`src/rpo_pkg.sv`:
```
// Purpose: shared constants for the resolver position output ports
// Assumes: core clock 100 MHz, encoder update rate 4.096 MHz
// Notes: serial word field positions and timing figures live here
package rpo_pkg;
  localparam int unsigned ANGLE_W = 12;
  localparam int unsigned WORD_W = 16;
  // serial word layout
  localparam int unsigned SW_DATA_LSB = 4;
  localparam int unsigned SW_SEL_BIT = 3;
  localparam int unsigned SW_DOS_BIT = 2;
  localparam int unsigned SW_LOT_BIT = 1;
  localparam int unsigned SW_PAR_BIT = 0;
  // pin positions of the shared data lines in serial mode
  localparam int unsigned SO_LINE = 11;
  localparam int unsigned SCLK_LINE = 10;
  // encoder update tick, fractional divide of the core clock
  localparam int unsigned CORE_CLK_KHZ = 100000;
  localparam int unsigned ENC_CLK_KHZ = 4096;
  localparam int unsigned TICK_ACC_W = 17;
  localparam logic [TICK_ACC_W-1:0] TICK_INC = TICK_ACC_W'(ENC_CLK_KHZ);
  localparam logic [TICK_ACC_W-1:0] TICK_MOD = TICK_ACC_W'(CORE_CLK_KHZ);
  // quadrature phase states, A leads B while counting up
  localparam logic [1:0] QUAD_PH0 = 2'h0;
  localparam logic [1:0] QUAD_PH1 = 2'h1;
  localparam logic [1:0] QUAD_PH2 = 2'h2;
  localparam logic [1:0] QUAD_PH3 = 2'h3;
  localparam logic [ANGLE_W-1:0] ANGLE_ZERO = 12'h000;
  localparam logic [ANGLE_W-1:0] ANGLE_ONE = 12'h001;
  localparam logic [WORD_W-1:0] WORD_ZERO = 16'h0000;
endpackage

```
`src/rpo_edge.sv`:
```
// Purpose: edge detector for synchronous strobe inputs
// Assumes: inputs already synchronous to CLK
// Notes: one flop of history per bit, pulses are combinational
`timescale 1ns/100ps
module rpo_edge #(
  parameter int unsigned W = 1,
  parameter logic [W-1:0] IDLE = '1
) (
  input wire logic clk,
  input wire logic rst,
  input wire logic [W-1:0] din,
  output logic [W-1:0] rise,
  output logic [W-1:0] fall
);
  logic [W-1:0] prev_r;

  always_ff @(posedge clk) begin
    if (rst) begin
      prev_r <= IDLE;
    end else begin
      prev_r <= din;
    end
  end

  assign rise = din & ~prev_r;
  assign fall = ~din & prev_r;
endmodule

```
`src/rpo_ports.sv`:
```
// What this block does
// - reads are served only while chip select is low.
// - select high reads position, low reads velocity, into the output register.
// - parallel mode drives the twelve lines only while chip select and strobe are low.
// - strobe falling edge loads the selected value into buffer or shift register.
// - strobe high releases the parallel lines to high impedance.
// - serial enable low picks serial port, high picks parallel port.
// - serial mode: line eleven is data out, line ten is clock in, rest undriven.
// - sixteen bit serial word, sent most significant bit first.
// - serial bits fifteen to four carry the chosen twelve bit value.
// - position unsigned binary, velocity two's complement, passed unchanged.
// - serial bit three echoes the select: one position, zero velocity.
// - serial bit two is degradation flag, bit one is tracking loss flag.
// - serial bit zero makes the whole word hold an odd count of ones.
// - first bit valid before first falling clock, later bits shift on rising.
// - after sixteen bits, further clocks with strobe low give zeros.
// - sample falling edge latches both integrators; host waits before reading.
// - encoder gives 1024 quadrature pulses per turn, A leads B when increasing.
// - direction output high for increasing angle, may toggle within one step.
// - north marker high as angle passes zero, one quarter of an A cycle.
// - encoder steps at the 4.096 MHz rate, four steps per pulse.
//
// Purpose: output side of a resolver converter: ports and encoder emulation
// Assumes: all pins synchronous to CLK; SCLK sampled, so period >= 4 CLK
// Notes: a two-way line is split into input, output and output enable
`timescale 1ns/100ps
module rpo_ports
  import rpo_pkg::*;
#(
  parameter int unsigned DATA_W = ANGLE_W
) (
  input wire logic CLK,
  input wire logic RST,
  input wire logic [DATA_W-1:0] POS_INTEG,
  input wire logic [DATA_W-1:0] VEL_INTEG,
  input wire logic SAMPLE_N,
  input wire logic CHIP_SELECT_N,
  input wire logic READ_STROBE_N,
  input wire logic POSITION_VELOCITY_SELECT,
  input wire logic SERIAL_OUTPUT_ENABLE_N,
  input wire logic SIGNAL_DEGRADATION_FLAG,
  input wire logic TRACKING_LOSS_FLAG,
  input wire logic [DATA_W-1:0] DATA_LINE_IN,
  output logic [DATA_W-1:0] DATA_LINE_OUT,
  output logic [DATA_W-1:0] DATA_LINE_OE,
  output logic ENC_A,
  output logic ENC_B,
  output logic ROTATION_SENSE,
  output logic NORTH_MARKER
);
  generate
    if (DATA_W != ANGLE_W) begin : g_bad_width
      $error("rpo_ports: DATA_W must equal the 12 bit angle width");
    end
  endgenerate

  logic [DATA_W-1:0] pos_r;
  logic [DATA_W-1:0] vel_r;
  logic [DATA_W-1:0] outbuf_r;
  logic [WORD_W-1:0] shift_r;
  logic [DATA_W-1:0] sel_value;
  logic [WORD_W-1:0] word_nxt;
  logic [2:0] fall_v;
  logic [2:0] rise_v;
  logic sample_fall;
  logic rd_fall;
  logic sclk_rise;
  logic rd_active;
  logic serial_mode;
  logic load_now;

  // sample strobe, read strobe and serial clock share one detector
  rpo_edge #(.W(3), .IDLE(3'h7)) u_edge (
    .clk(CLK),
    .rst(RST),
    .din({DATA_LINE_IN[SCLK_LINE], READ_STROBE_N, SAMPLE_N}),
    .rise(rise_v),
    .fall(fall_v)
  );

  assign sample_fall = fall_v[0];
  assign rd_fall = fall_v[1];
  assign sclk_rise = rise_v[2];
  assign serial_mode = ~SERIAL_OUTPUT_ENABLE_N;
  assign rd_active = ~CHIP_SELECT_N & ~READ_STROBE_N;
  assign load_now = rd_fall & ~CHIP_SELECT_N;

  // conversion keeps running; only the snapshot waits for the edge
  always_ff @(posedge CLK) begin
    if (RST) begin
      pos_r <= ANGLE_ZERO;
      vel_r <= ANGLE_ZERO;
    end else if (sample_fall) begin
      pos_r <= POS_INTEG;
      vel_r <= VEL_INTEG;
    end
  end

  // both formats pass through untouched, the host interprets them
  assign sel_value = POSITION_VELOCITY_SELECT ? pos_r : vel_r;

  always_comb begin
    word_nxt = WORD_ZERO;
    word_nxt[WORD_W-1:SW_DATA_LSB] = sel_value;
    word_nxt[SW_SEL_BIT] = POSITION_VELOCITY_SELECT;
    word_nxt[SW_DOS_BIT] = SIGNAL_DEGRADATION_FLAG;
    word_nxt[SW_LOT_BIT] = TRACKING_LOSS_FLAG;
    word_nxt[SW_PAR_BIT] = ~(^word_nxt[WORD_W-1:SW_LOT_BIT]);
  end

  always_ff @(posedge CLK) begin
    if (RST) begin
      outbuf_r <= ANGLE_ZERO;
    end else if (load_now & ~serial_mode) begin
      outbuf_r <= sel_value;
    end
  end

  // zeros fill from the bottom, so a long strobe clocks out zeros
  always_ff @(posedge CLK) begin
    if (RST) begin
      shift_r <= WORD_ZERO;
    end else if (load_now & serial_mode) begin
      shift_r <= word_nxt;
    end else if (sclk_rise & rd_active) begin
      shift_r <= {shift_r[WORD_W-2:0], 1'b0};
    end
  end

  // a rising clock in the load cycle is ignored: the host strobes in clock high
  // output enable follows the strobes one cycle late
  always_ff @(posedge CLK) begin
    if (RST) begin
      DATA_LINE_OE <= '0;
    end else if (serial_mode) begin
      DATA_LINE_OE <= '0;
      DATA_LINE_OE[SO_LINE] <= rd_active;
    end else begin
      DATA_LINE_OE <= {DATA_W{rd_active}};
    end
  end

  always_ff @(posedge CLK) begin
    if (RST) begin
      DATA_LINE_OUT <= '0;
    end else if (serial_mode) begin
      DATA_LINE_OUT <= '0;
      DATA_LINE_OUT[SO_LINE] <= load_now ? word_nxt[WORD_W-1] : shift_r[WORD_W-1];
    end else begin
      DATA_LINE_OUT <= load_now ? sel_value : outbuf_r;
    end
  end

  // encoder emulation: a follower counter chases the live angle
  logic [TICK_ACC_W-1:0] tick_acc_r;
  logic tick_r;
  logic [DATA_W-1:0] enc_cnt_r;
  logic [DATA_W-1:0] enc_diff;
  logic enc_dir_r;

  always_ff @(posedge CLK) begin
    if (RST) begin
      tick_acc_r <= '0;
      tick_r <= 1'b0;
    end else if (tick_acc_r + TICK_INC >= TICK_MOD) begin
      tick_acc_r <= tick_acc_r + TICK_INC - TICK_MOD;
      tick_r <= 1'b1;
    end else begin
      tick_acc_r <= tick_acc_r + TICK_INC;
      tick_r <= 1'b0;
    end
  end

  assign enc_diff = POS_INTEG - enc_cnt_r;

  // one count per tick caps speed at the documented switching rate
  always_ff @(posedge CLK) begin
    if (RST) begin
      enc_cnt_r <= ANGLE_ZERO;
      enc_dir_r <= 1'b1;
    end else if (tick_r && enc_diff != ANGLE_ZERO) begin
      enc_dir_r <= ~enc_diff[DATA_W-1];
      enc_cnt_r <= enc_diff[DATA_W-1] ? enc_cnt_r - ANGLE_ONE : enc_cnt_r + ANGLE_ONE;
    end
  end

  always_ff @(posedge CLK) begin
    if (RST) begin
      ENC_A <= 1'b0;
      ENC_B <= 1'b0;
      ROTATION_SENSE <= 1'b1;
      NORTH_MARKER <= 1'b0;
    end else begin
      // four counts per A/B period gives 1024 pulses from 4096 counts
      unique case (enc_cnt_r[1:0])
        QUAD_PH0: begin
          ENC_A <= 1'b0;
          ENC_B <= 1'b0;
        end
        QUAD_PH1: begin
          ENC_A <= 1'b1;
          ENC_B <= 1'b0;
        end
        QUAD_PH2: begin
          ENC_A <= 1'b1;
          ENC_B <= 1'b1;
        end
        QUAD_PH3: begin
          ENC_A <= 1'b0;
          ENC_B <= 1'b1;
        end
      endcase
      ROTATION_SENSE <= enc_dir_r;
      NORTH_MARKER <= (enc_cnt_r == ANGLE_ZERO);
    end
  end
endmodule

```
`config.mk`:
```
export PLATFORM = sky130hd
export DESIGN_NAME = rpo_ports
export DESIGN_NICKNAME = d
export VERILOG_FILES = /design/src/rpo_pkg.sv /design/src/rpo_edge.sv /design/src/rpo_ports.sv
export SDC_FILE = /design/constraint.sdc
export NUM_CORES = 1
export LEC_CHECK = 0
export BUFFER_PORTS_ARGS = -buffer_cell sky130_fd_sc_hd__buf_2
export CAP_MARGIN = 20
export CORE_MARGIN = 2
export CORE_UTILIZATION = 45
export DETAILED_ROUTE_END_ITERATION = 10
export PLACE_DENSITY = 0.65
export SYNTH_ARGS = -nofsm -noshare
export SYNTH_HDL_FRONTEND = slang
export SYNTH_HIERARCHICAL = 1
export SYNTH_SLANG_ARGS = --single-unit
export TNS_END_PERCENT = 10
```
`constraint.sdc`:
```
create_clock -name CLK -period 4 [get_ports CLK]
set_input_delay 0.4 -clock CLK [delete_from_list [all_inputs] [get_ports CLK]]
set_output_delay 0.4 -clock CLK [all_outputs]
set_load 0.02 [all_outputs]
```
==> After elaboration in Yosys (flattened, before gate mapping) <==
Index checks and enable logic that the tools add are counted.
W data, S select, Z words.
{ "classes": {"add_sub_neg": 5, "multipliers": 0, "div_mod_pow": 0, "magnitude_cmp": 1, "eq_ne": 3, "n_shift": 0, "n_mux": 11, "bitwise_logic": 14, "n_reduce_logical": 11} }
{ "ops": {"columns": ["cell", "n"], "rows": [
  ["$mux W12", 4],
  ["$mux W16", 2],
  ["$add A17 B13 Y17 const B", 1],
  ["$ge A17 B17 Y1 const B", 1],
  ["$mux W17", 1],
  ["$sub A17 B17 Y17 const B", 1],
  ["$reduce_xor A15 Y1", 1],
  ["$add A12 B1 Y12 const B", 1],
  ["$logic_not A12 Y1", 1],
  ["$reduce_bool A12 Y1", 1],
  ["$sub A12 B1 Y12 const B", 1],
  ["$sub A12 B12 Y12", 1],
  ["$reduce_or A2 Y1", 5],
  ["$and A1 B1 Y1", 5],
  ["$not A1 Y1", 5],
  ["$eq A2 B2 Y1 const B", 2],
  ["$pmux W1 S2", 2],
  ["$and A3 B3 Y3", 1],
  ["$not A3 Y3", 1],
  ["$and A2 B2 Y2", 1],
  ["$eq A2 B1 Y1 const B", 1],
  ["$logic_not A2 Y1", 1],
  ["$mux W1", 2],
  ["$not A2 Y2", 1],
  ["other kinds (2)", 2]
]} }
{ "totals": {"register_bits": 104, "latchBits": 0, "ramBits": 0, "rom_bits": 0, "inputBits": 45, "elab_cells": 62, "mem_count": 0} }

==> Logic depth before layout (Yosys ltp) <==
{ "depth": {"ltp_word": 5, "depth_mapped": 17, "depth_no_buf": 17} }

==> Cells and area by module <==
The synthesis kept the hierarchy.
{ "modules_own_cells": {"columns": ["mod", "n_inst", "cells_each", "area_each_um2"], "rows": [
  ["rpo_ports", 1, 583, 5129.9],
  ["rpo_edge", 1, 12, 120.1]
]} }

==> Least setup slack after synthesis <==
OpenSTA, ideal clock, no wires.
{ "synth_path": {"path_type": "input -> register", "startpoint": "in POS_INTEG[5]", "endpoint": "reg enc_cnt_r[10]", "arrival_ns": 3.603, "required_ns": 3.872, "slack_ns": 0.270, "cell_stages": 14, "n_path_buf": 0, "path_cell_list": "ha_1 or3_1 o21ai_0 a21oi_1 o211ai_1 ha_1 nor2b_1 o21ai_0 a21oi_1 o41ai_1 o21ai_0 xor2_1 mux2i_1 nor2_1"} }
{ "synth_between": {"elab_chain_cells": 3} }
{ "synth_rtl": {"columns": ["item", "line", "text"], "rows": [
  ["start, declared", "rpo_ports.sv:34", "input wire logic [DATA_W-1:0] POS_INTEG,"],
  ["$sub A12 B12 Y12 (*)", "rpo_ports.sv:174", "assign enc_diff = POS_INTEG - enc_cnt_r;"],
  ["$reduce_bool A12 Y1", "rpo_ports.sv:181", "end else if (tick_r && enc_diff != ANGLE_ZERO) begin"],
  ["$logic_and A1 B1 Y1", "rpo_ports.sv:181", null],
  ["end signal, assigned", "rpo_ports.sv:183", "enc_cnt_r <= enc_diff[DATA_W-1] ? enc_cnt_r - ANGLE_ONE : enc_cnt_r + ANGLE_ONE;"],
  ["end, declared", "rpo_ports.sv:157", "logic [DATA_W-1:0] enc_cnt_r;"]
]} }
Every way passes the cells marked *; elsewhere a longest branch is shown, timed or not.
A chain may end at the register's enable or synchronous reset.

==> Worst setup path after layout <==
{ "layout_path": {"startpoint": "reg enc_cnt_r[5]", "endpoint": "reg enc_cnt_r[10]"} }
{ "layout_between": {"elab_chain_cells": 3} }
{ "layout_rtl": {"columns": ["item", "line"], "rows": [
  ["$sub A12 B12 Y12", "rpo_ports.sv:174"],
  ["$reduce_bool A12 Y1", "rpo_ports.sv:181"],
  ["$logic_and A1 B1 Y1", "rpo_ports.sv:181"]
]} }
Parallel ways exist; a longest one is shown, timed or not.

==> flow_metrics.tcl <==
set metrics [dict create \
    path_cells "inv_1, ha_1, inv_1, a211oi_1, o21ai_1, a211o_1, o211ai_1, buf_4, inv_1, fa_1, nor2b_1, o21ai_0, a21oi_1, o41ai_2, o21ai_0, xor2_1, mux2i_1, nor2_1" \
    hp-start "SAMPLE_N" \
    max_freq_mhz 270 \
    criticalPathCategory "flip-flop to flip-flop" \
    path_clk_slew_ps 70 \
    cts.path.max_buffers 2 \
    grt_pass1_wl_mm 18.7 \
    fin_setup_tns_ps 0 \
    ir_drop_v 0.000284 \
    netlist_area_um2 5230 \
    hold_violations 0 \
    finalNetCount 710 \
    htree_levels 3 \
    final-max-slew-violation-count 0 \
    grtUsageTotal_pct 18.4 \
    min_path_cells 2 \
    slowest_delay_ps 410 \
    slew_headroom_pct 36.5 \
    startpoint_type "flip-flop" \
    regArea_um2 1980 \
    synth_nets 666 \
    worst_pin_slew_ps 949 \
    multi_input_area_um2 2990 \
    cp.depth 18 \
    crit_top_cell "inv_1" \
    drt_iter0_drc 235 \
    hold_buffers 0 \
    die_height_um 112 \
    drc 0 \
    syn_to_final_growth_pct 13.6 \
    dp_cells 767 \
    syn_area_per_cell_um2 8.83 \
    grt_max_degree 48 \
    drive_gt1_share_pct 17.5 \
    rsz0062_at_grt "false" \
    syn_inst 592 \
    avgRoutedWirePerCell_um 14.5 \
    arrival_ps 3980 \
    cts_tree "done" \
    max-cap-violations 0 \
    path_delay_family "compound AO/OA/AOI/OAI gates" \
    crit_path_end_kind "flip-flop" \
    io_buffers 61 \
    ioPinCount 73 \
    drt-pass1-iter-count 4 \
    die_w_um 112 \
    fp-row-count 39 \
    power_density_nw_per_um2 376 \
    startpoint "enc_cnt_r[5]" \
    cts_sinks 99 \
    globalRoute.totalOverflow 0 \
    clockRootBuffer "clkbuf_16" \
    wl_mm 11.3 \
    worstPathRequired_ps 4270 \
    hpwl_mm 8.26 \
    yosys_warnings 6 \
    first_global_vias 3891 \
    nFillCells 1050 \
    setup_viol_count_final 0 \
    grt_antenna_before_repair 0 \
    reg2reg_depth 18 \
    period_needed_ps 3710 \
    cp_max_fo 14 \
    clk_latency_ps 340 \
    coreArea_um2 11400 \
    finClkSkew_ps 6.99 \
    num_vias 4165 \
    start_util_pct 46.0 \
    rr_startpoint "enc_cnt_r[5]" \
    leakage_nw 2.43 \
    hold_slack_ps 248 \
    dieArea_um2 12500 \
    gp_congestion 0.887 \
    critPathBufInv 4 \
    cts_made_buffers 9 \
    fin_crit_sh_pct 92.7 \
    slowest_stage "fa_1" \
    ant_nets 0 \
    diodes 0 \
    final_util_pct 52.2 \
    holdCritPathClass "input pin to flip-flop" \
    finalNonFillerCells 783 \
    status "complete, no violations" \
    avgViaCountPerCell 5.32 \
]
[cell type report]
class	instances	share of cell area, %
timing repair buffer	71	6.53
clock inverter	3	0.779
sequential	99	33.4
tap	143	3.01
clock buffer	12	4.32
multi-input combinational	430	50.4
inverter	25	1.58
[routing by layer]
layer	track usage, %	routed length [um]	vias to the layer above
li1	-	-	2136
met5	0	0	-
met3	3.59	436	14
met2	30.8	5420	81
met4	5.76	178	0
met1	24.1	5320	1934
[worst paths after layout]
| kind | slack, ps | end |
|---|---|---|
| hold / removal | 250 | u_edge/prev_r[0] |
| setup reg to reg | 290 | enc_cnt_r[10] |
| setup / recovery | 290 | enc_cnt_r[10] |
| hold reg to reg | 480 | enc_dir_r |
[cell usage in the layout, fill, tap and decap left out, types with 4 or more instances in the layout]
cell       instances
xnor2_1           23
and3_1             4
nand2b_1           7
or3_1             10
mux2_2            12
nor2_1           115
o21a_1             6
a211oi_1          31
xor2_1            10
nor3_1            15
buf_2             61
nor3b_1            4
nand3_1            4
dfxtp_1           99
inv_1             25
buf_4              9
ha_1              27
mux2i_1           51
or2_2              4
nand2_1            9
clkbuf_16          9
nor2b_1            7
o21ai_0           16
a21oi_1           29
[what timing repair did]
| item | CTS | global route |
|---|---|---|
| setup endpoints to repair | 2 | 3 |
| resized for setup | 1 | 6 |
| setup buffers | 0 | 0 |
[where the power goes]
group | switching (W) | total, W | leakage (nW) | internal [W]
logic | 0.000180 | 0.000311 | 1.48 | 0.000131
registers | 0.0000174 | 0.00104 | 0.806 | 0.00102
clock network | 0.000368 | 0.000886 | 0.145 | 0.000518
total | 0.000565 | 0.00223 | 2.43 | 0.00167
[flip-flops by register name, summed over array words and instances (netlist names)]
register,flops
DATA_LINE_OE,2
DATA_LINE_OUT,12
ENC_A,1
ENC_B,1
NORTH_MARKER,1
ROTATION_SENSE,1
enc_cnt_r,12
enc_dir_r,1
outbuf_r,12
pos_r,12
shift_r,16
tick_acc_r,12
tick_r,1
u_edge/prev_r,3
vel_r,12
[stage by stage]
step | instance area [um2] | power [W] | worst slack, ps
final | 5940 | 0.00223 | 292
after global routing | 5940 | 0.00233 | 9.41
after CTS | 5900 | 0.00225 | 99.2
after detailed placement | 5600 | 0.00137 | 80.1
after global placement | 5600 | 0.00136 | 139
after floorplan | 5230 | 0.00129 | 270
No activity file was read; power rests on OpenSTA's default activity.
